[src/verilog/stack_sizing_map.vh]
// Constants for the stack push/pop sizing unit
// Functional notes
// Selector push writes 4 bytes, upper zero
// Selector pop reads 4, keeps low two
// Pop beyond limit at pointer+4 faults; code faults only when pointer+3 passes the limit (pointer+1 on 16-bit)
// Error code is 32 bits, upper zero
// Error code push stores 4, pointer minus 4
// Check far-call target before any push
// Branch fault means limit or rights violation
// 16-bit gate saves low 16 pointer bits
// Return pops 16-bit value into full pointer
// Rebuilt pointer upper half is zero
// Stack size from descriptor default-size flag
// Pre-decrement on push, post-increment on pop
`ifndef STACK_SIZING_MAP_VH
`define STACK_SIZING_MAP_VH
`define SLOT_BYTES      32'h0000_0004
`define HALF_BYTES      32'h0000_0002
`define OP_PUSH_SEL     3'h0
`define OP_POP_SEL      3'h1
`define OP_PUSH_ERR     3'h2
`define OP_FAR_CALL     3'h3
`define OP_GATE_SAVE    3'h4
`define OP_RET_REBUILD  3'h5
`define RST_POINTER     32'h0000_0000
`endif

[src/verilog/stack_limit_check.v]
// Stack segment limit check for one access
`timescale 1ns/1ps
module stack_limit_check (
  // Access
  input  wire [31:0] addr,
  input  wire [31:0] size,
  input  wire [31:0] limit,
  // Result
  output wire        over
);
  wire [32:0] last_byte;
  assign last_byte = {1'b0, addr} + {1'b0, size} - 33'h0_0000_0001;
  // Access runs past the limit, or wraps past the top of the space
  assign over = (last_byte > {1'b0, limit});
endmodule

[src/verilog/stack_sizing_unit.v]
// Stack push/pop sizing, limit check and pointer rebuild sequencer
`timescale 1ns/1ps
`include "stack_sizing_map.vh"
module stack_sizing_unit (
  // Clock and reset
  input  wire        ref_clk,
  input  wire        nrst,
  // Operation request
  input  wire        op_valid,
  input  wire [2:0]  op_code,
  input  wire [15:0] op_selector,
  input  wire [15:0] op_error_code,
  input  wire [31:0] op_call_cs,
  input  wire [31:0] op_call_ip,
  input  wire        target_limit_viol,
  input  wire        target_rights_viol,
  // Stack segment descriptor state
  input  wire        ss_default_big,
  input  wire [31:0] ss_limit,
  input  wire        sp_load,
  input  wire [31:0] sp_load_value,
  // Stack memory
  output reg         mem_req,
  output reg         mem_we,
  output reg  [31:0] mem_addr,
  output reg  [31:0] mem_wdata,
  output reg  [3:0]  mem_be,
  input  wire        mem_ack,
  input  wire [31:0] mem_rdata,
  // Results
  output reg         op_busy,
  output reg         op_done,
  output reg  [15:0] popped_selector,
  output reg         stack_fault,
  output reg         branch_fault,
  output reg  [31:0] stack_pointer_reg,
  output reg  [31:0] instruction_pointer_reg
);

  ////////////////////////////////////////////////////////////////
  localparam ST_IDLE  = 3'h0;
  localparam ST_WRITE = 3'h1;
  localparam ST_READ  = 3'h2;
  localparam ST_WAIT  = 3'h3;
  localparam ST_DONE  = 3'h4;

  reg [2:0]  state_reg;
  reg [2:0]  state_next;
  reg [2:0]  op_reg;
  reg        second_reg;
  reg [31:0] hold_reg;
  reg [31:0] ip_hold_reg;
  reg [31:0] stack_pointer_next;

  // Width of a pointer step depends on the stack segment size flag
  function [31:0] step_size;
    input big;
    begin
      step_size = big ? `SLOT_BYTES : `HALF_BYTES;
    end
  endfunction

  function [31:0] zero_ext16;
    input [15:0] v;
    begin
      zero_ext16 = {16'h0000, v};
    end
  endfunction

  // Byte lanes of one slot: all four on a 32-bit stack, two on a 16-bit one
  function [3:0] slot_be;
    input big;
    begin
      slot_be = big ? 4'hf : 4'h3;
    end
  endfunction

  // A branch fault is a limit or a rights violation on the target
  function target_fault;
    input lim_viol;
    input rights_viol;
    begin
      target_fault = lim_viol | rights_viol;
    end
  endfunction

  // Pops read a slot first; a selector pop then raises the pointer, a return rebuild loads it from the slot
  function is_pop;
    input [2:0] code;
    begin
      is_pop = (code == `OP_POP_SEL) || (code == `OP_RET_REBUILD);
    end
  endfunction

  // Pushes lower the pointer first and then write a slot
  function is_push;
    input [2:0] code;
    begin
      is_push = (code == `OP_PUSH_SEL) || (code == `OP_PUSH_ERR) || (code == `OP_GATE_SAVE);
    end
  endfunction

  wire [31:0] step;
  wire [31:0] sp_dec;
  wire [31:0] sp_inc;
  wire        pop_over;
  wire        push_over;
  wire        branch_hit;
  assign step       = step_size(ss_default_big);
  assign sp_dec     = stack_pointer_reg - step;
  assign sp_inc     = stack_pointer_reg + step;
  assign branch_hit = target_fault(target_limit_viol, target_rights_viol);

  stack_limit_check u_pop_check (
    .addr  (stack_pointer_reg),
    .size  (step),
    .limit (ss_limit),
    .over  (pop_over)
  );

  stack_limit_check u_push_check (
    .addr  (sp_dec),
    .size  (step),
    .limit (ss_limit),
    .over  (push_over)
  );

  ////////////////////////////////////////////////////////////////
  always @* begin
    state_next = state_reg;
    case (state_reg)
      ST_IDLE: begin
        if (op_valid) begin
          state_next = ST_DONE;
          if (is_pop(op_code)) begin
            if (!pop_over) begin
              state_next = ST_READ;
            end
          end else if (op_code == `OP_FAR_CALL) begin
            // Target checked first so a fault leaves memory untouched
            if (!branch_hit && !push_over) begin
              state_next = ST_WRITE;
            end
          end else if (is_push(op_code)) begin
            if (!push_over) begin
              state_next = ST_WRITE;
            end
          end
        end
      end
      ST_WRITE: state_next = ST_WAIT;
      ST_READ:  state_next = ST_WAIT;
      ST_WAIT: begin
        if (mem_ack) begin
          if (op_reg == `OP_FAR_CALL && !second_reg) begin
            state_next = ST_WRITE;
          end else begin
            state_next = ST_DONE;
          end
        end
      end
      ST_DONE:  state_next = ST_IDLE;
      default:  state_next = ST_IDLE;
    endcase
  end

  ////////////////////////////////////////////////////////////////
  // Sequencer and operand capture; operands are taken with the request
  always @(posedge ref_clk) begin
    if (!nrst) begin
      state_reg   <= ST_IDLE;
      op_reg      <= 3'h0;
      second_reg  <= 1'b0;
      hold_reg    <= 32'h0000_0000;
      ip_hold_reg <= 32'h0000_0000;
    end else begin
      state_reg <= state_next;
      if (state_reg == ST_IDLE && op_valid) begin
        op_reg      <= op_code;
        second_reg  <= 1'b0;
        ip_hold_reg <= op_call_ip;
        case (op_code)
          `OP_PUSH_SEL:  hold_reg <= zero_ext16(op_selector);
          `OP_PUSH_ERR:  hold_reg <= zero_ext16(op_error_code);
          `OP_GATE_SAVE: hold_reg <= zero_ext16(stack_pointer_reg[15:0]);
          `OP_FAR_CALL:  hold_reg <= op_call_cs;
          default:       hold_reg <= 32'h0000_0000;
        endcase
      end else if (state_reg == ST_WAIT && mem_ack && op_reg == `OP_FAR_CALL && !second_reg) begin
        // Second slot of a far call carries the saved instruction pointer
        second_reg <= 1'b1;
        hold_reg   <= ip_hold_reg;
      end
    end
  end

  ////////////////////////////////////////////////////////////////
  // Stack pointer, one next-value path for loads, pushes and pops
  always @* begin
    stack_pointer_next = stack_pointer_reg;
    case (state_reg)
      ST_IDLE: begin
        if (sp_load) begin
          stack_pointer_next = sp_load_value;
        end
      end
      ST_WRITE: begin
        // Pointer drops before the slot is written
        stack_pointer_next = sp_dec;
      end
      ST_WAIT: begin
        if (mem_ack && op_reg == `OP_POP_SEL) begin
          stack_pointer_next = sp_inc;
        end else if (mem_ack && op_reg == `OP_RET_REBUILD) begin
          // Upper half cleared, never the stack selector
          stack_pointer_next = zero_ext16(mem_rdata[15:0]);
        end
      end
      default: stack_pointer_next = stack_pointer_reg;
    endcase
  end

  always @(posedge ref_clk) begin
    if (!nrst) begin
      stack_pointer_reg <= `RST_POINTER;
    end else begin
      stack_pointer_reg <= stack_pointer_next;
    end
  end

  ////////////////////////////////////////////////////////////////
  // Memory port: a request stands from its issue until acknowledged
  always @(posedge ref_clk) begin
    if (!nrst) begin
      mem_req   <= 1'b0;
      mem_we    <= 1'b0;
      mem_addr  <= 32'h0000_0000;
      mem_wdata <= 32'h0000_0000;
      mem_be    <= 4'h0;
    end else begin
      case (state_reg)
        ST_WRITE: begin
          mem_req   <= 1'b1;
          mem_we    <= 1'b1;
          mem_addr  <= sp_dec;
          mem_wdata <= hold_reg;
          mem_be    <= slot_be(ss_default_big);
        end
        ST_READ: begin
          mem_req  <= 1'b1;
          mem_we   <= 1'b0;
          mem_addr <= stack_pointer_reg;
          mem_be   <= slot_be(ss_default_big);
        end
        ST_WAIT: begin
          if (mem_ack) begin
            mem_req <= 1'b0;
            mem_we  <= 1'b0;
          end
        end
        default: mem_req <= 1'b0;
      endcase
    end
  end

  ////////////////////////////////////////////////////////////////
  // Status and results; fault flags stand until the next request
  always @(posedge ref_clk) begin
    if (!nrst) begin
      op_busy                 <= 1'b0;
      op_done                 <= 1'b0;
      popped_selector         <= 16'h0000;
      stack_fault             <= 1'b0;
      branch_fault            <= 1'b0;
      instruction_pointer_reg <= 32'h0000_0000;
    end else begin
      op_done <= 1'b0;
      case (state_reg)
        ST_IDLE: begin
          if (op_valid) begin
            op_busy      <= 1'b1;
            branch_fault <= 1'b0;
            if (is_pop(op_code)) begin
              stack_fault <= pop_over;
            end else if (op_code == `OP_FAR_CALL) begin
              branch_fault <= branch_hit;
              stack_fault  <= !branch_hit && push_over;
            end else if (is_push(op_code)) begin
              stack_fault <= push_over;
            end else begin
              stack_fault <= 1'b0;
            end
          end
        end
        ST_WRITE, ST_READ: op_busy <= 1'b1;
        ST_WAIT: begin
          if (mem_ack && op_reg == `OP_POP_SEL) begin
            popped_selector <= mem_rdata[15:0];
          end else if (mem_ack && op_reg == `OP_FAR_CALL && second_reg) begin
            instruction_pointer_reg <= ip_hold_reg;
          end
        end
        ST_DONE: begin
          op_busy <= 1'b0;
          op_done <= 1'b1;
        end
        default: op_busy <= 1'b0;
      endcase
    end
  end

endmodule

[config.mk]
export PLATFORM = sky130hd
export DESIGN_NAME = stack_sizing_unit
export DESIGN_NICKNAME = d
export VERILOG_FILES = /design/src/verilog/stack_limit_check.v /design/src/verilog/stack_sizing_unit.v
export VERILOG_INCLUDE_DIRS = /design/src /design/src/verilog
export SDC_FILE = /design/constraint.sdc
export NUM_CORES = 1
export LEC_CHECK = 0
export ABC_AREA = 1
export BUFFER_PORTS_ARGS = -buffer_cell sky130_fd_sc_hd__buf_2
export CORE_AREA = 2 2 227 184
export CTS_BUF_LIST = sky130_fd_sc_hd__clkbuf_4 sky130_fd_sc_hd__clkbuf_8 sky130_fd_sc_hd__clkbuf_16
export CTS_CLUSTER_SIZE = 8
export DETAILED_ROUTE_END_ITERATION = 8
export DIE_AREA = 0 0 229 186
export GPL_TIMING_DRIVEN = 0
export MAX_ROUTING_LAYER = met4
export PLACE_DENSITY_LB_ADDON = 0.12
export SKIP_CTS_REPAIR_TIMING = 1
export SLEW_MARGIN = 5
export SYNTH_ARGS = -nofsm -noshare
export SYNTH_HDL_FRONTEND = slang
export SYNTH_SLANG_ARGS = --single-unit
export TNS_END_PERCENT = 20
[constraint.sdc]
create_clock -name ref_clk -period 10.9 [get_ports ref_clk]
set_input_delay 0.545 -clock ref_clk [delete_from_list [all_inputs] [get_ports ref_clk]]
set_output_delay 0.545 -clock ref_clk [all_outputs]
set_load 0.02 [all_outputs]
==> impl_metrics.csv <==
group,metric,value,unit
clock_tree,clkSlewWorstSetupHoldPaths,0.05,ns
worst_setup_path,max_stage_delay,0.94,ns
final_layout,drive_above_1_share,0.158,
yosys,yosysWarnings,0,
grt,grt-ovfl-total,0,
place,dp_slack,4.64,ns
clock_tree,clockRootBuffer,"clkbuf_16",
die,die_height,186,µm
timing,hold_ws,0.229,ns
die,start_util,0.397,
die,rows,66,
yosys,yosysTopAreaCell,"dfxtp_1",
die,dieArea,0.0426,mm²
grt,grt_pass1_wl,95.3,mm
clock_tree,clock_latency,0.57,ns
timing,skew,0.0105,ns
timing,period_minus_slack,6.17,ns
clock_tree,cts_buffer_depth,3,
yosys,ys_ff_latch,223,
yosys,synth_edf_count,0,
worst_setup_path,crit_family,"simple AND/OR/NAND/NOR gates",
flow_run,cap_violations,0,
worst_setup_path,cpMostUsedCell,"nand2_1",
clock_tree,cts_tree,"yes",
timing,hold_viol,0,
clock_tree,cts.sinks,223,
yosys,synth_area_leaders,"dfxtp_1, ha_1, nand2_1, a21oi_1, inv_1",
clock_tree,cts_buffers,31,
place,port_buffers,340,
yosys,postSynth.asyncResetShare,0,
worst_setup_path,crit_type,"reg -> reg",
die,die_w,229,µm
routing,first_pass_iters,6,
yosys,ys_seq_area_frac,0.279,
routing,wirelength,66.4,mm
worst_setup_path,startpoint_type,"flip-flop",
yosys,synth_top_cell_area_share,0.279,
yosys,synth_common_cells,"nand2_1, inv_1, dfxtp_1",
worst_setup_path,cp.required,11.36,ns
timing,fin_crit_sh,0.566,
die,core_area,0.0403,mm²
timing,rsz0062_at_grt,"false",
clock_tree,htree_num_levels,1,
final_layout,layout.nets,3071,
routing,drt_iter0_drc,1588,
timing,worst_pin_slew,1.23,ns
routing,ant_nets,0,
grt,grtUsageTotal,0.304,
final_layout,fin_util,0.477,
worst_hold_path,min_path_type,"in -> reg",
worst_setup_path,path_buf_inv,3,
final_layout,area_growth,20.1,%
yosys,avgSynthCellArea,6.97,µm²
routing,vias_per_cell,5.36,
die,io-pin-count,357,
yosys,synth_cells,2297,
yosys,synth_cell_type_count,52,
outcome,status,"complete, no violations",
grt,grt_pass1_vias,15600,
worst_setup_path,slowest_stage,"nor4_1",
grt,antenna_found_initial,9,
timing,slew-limit-headroom,0.172,
worst_setup_path,cp.arrival,6.62,ns
routing,vias,17300,
worst_setup_path,cp-end-kind,"flip-flop",
place,dpl.hpwl,54.8,mm
yosys,synth_ff_type,"dfxtp_1",
routing,remaining_drc_errors,0,
yosys,syn_nets,2698,
place,globalplace.congestion,0.941,
routing,wl_per_cell,20.6,µm
worst_setup_path,crit_fanout,7,
timing,max_freq,0.162,GHz
timing,drv_slew,0,
yosys,synth_most_common_cell,"nand2_1",
timing,fin_ws,4.73,ns
timing,finalSetupViolCount,0,
yosys,netlist_area,0.0160,mm²
timing,setup_tns,0,ns
grt,grt_max_degree,17,
==> path summary, 6_finish.rpt <==
path | start | endpoint | slack [ns] | depth (start not counted)
hold reg to reg | instruction_pointer_reg[10] | instruction_pointer_reg[10] | 0.44 | 2
hold / removal | mem_rdata[2] | popped_selector[2] | 0.23 | 3
setup / recovery | stack_pointer_reg[2] | stack_fault | 4.73 | 28
setup reg to reg | stack_pointer_reg[2] | stack_fault | 4.73 | 28
==> per-stage QoR <==
step | cell area [µm²] | std cells
3_5_place_dp | 18400 | 3181
5_1_grt | 19200 | 3223
2_1_floorplan | 16000 | 2297
3_3_place_gp | 18400 | 3181
6_report | 19200 | 3225
4_1_cts | 19200 | 3214
==> routing by layer <==
metal	part of all wire	global-route usage
met5	0	-
met4	0.017	0.0584
met3	0.080	0.0597
met2	0.42	0.444
met1	0.48	0.434
==> cell usage in the layout (no fill, tap or decap), drive strengths merged, types with 14 or more instances in the layout <==
master  count
a21oi     221
a22o       14
a31oi      67
buf       352
clkbuf    108
dfxtp     223
ha        194
inv       280
nand2     482
nand3      87
nand4      27
nor2      215
nor3       14
o211ai     23
o21ai     213
xor2       89
==> cell families after synthesis <==
family / share of synthesized area
xor gates and xnor gates: 0.0548
adders and majority gates: 0.157
AOI/OAI and AO/OA: 0.201
and+or+nand+nor: 0.220
buffers and inverters: 0.0881
DFF: 0.279
==> worst min-delay path: stages <==
cell	delay [ns]
buf_2	0.09
nor2_1	0.04
nor2_1	0.08
==> cell type report <==
class / count / area [µm²]
Antenna cell: 11 / 27.5
Tap cell: 544 / 681
Sequential cell: 223 / 4460
Clock buffer: 32 / 783
Clock inverter: 1 / 20.0
Buffer: 88 / 355
Multi-Input combinational cell: 1705 / 10100
Timing Repair Buffer: 340 / 1700
Fill cell: 4277 / 21100
Inverter: 281 / 1050
Power is left out: the tool's default activity adds up to more than one toggle a clock period on the data nets, which glitch-free logic cannot reach.
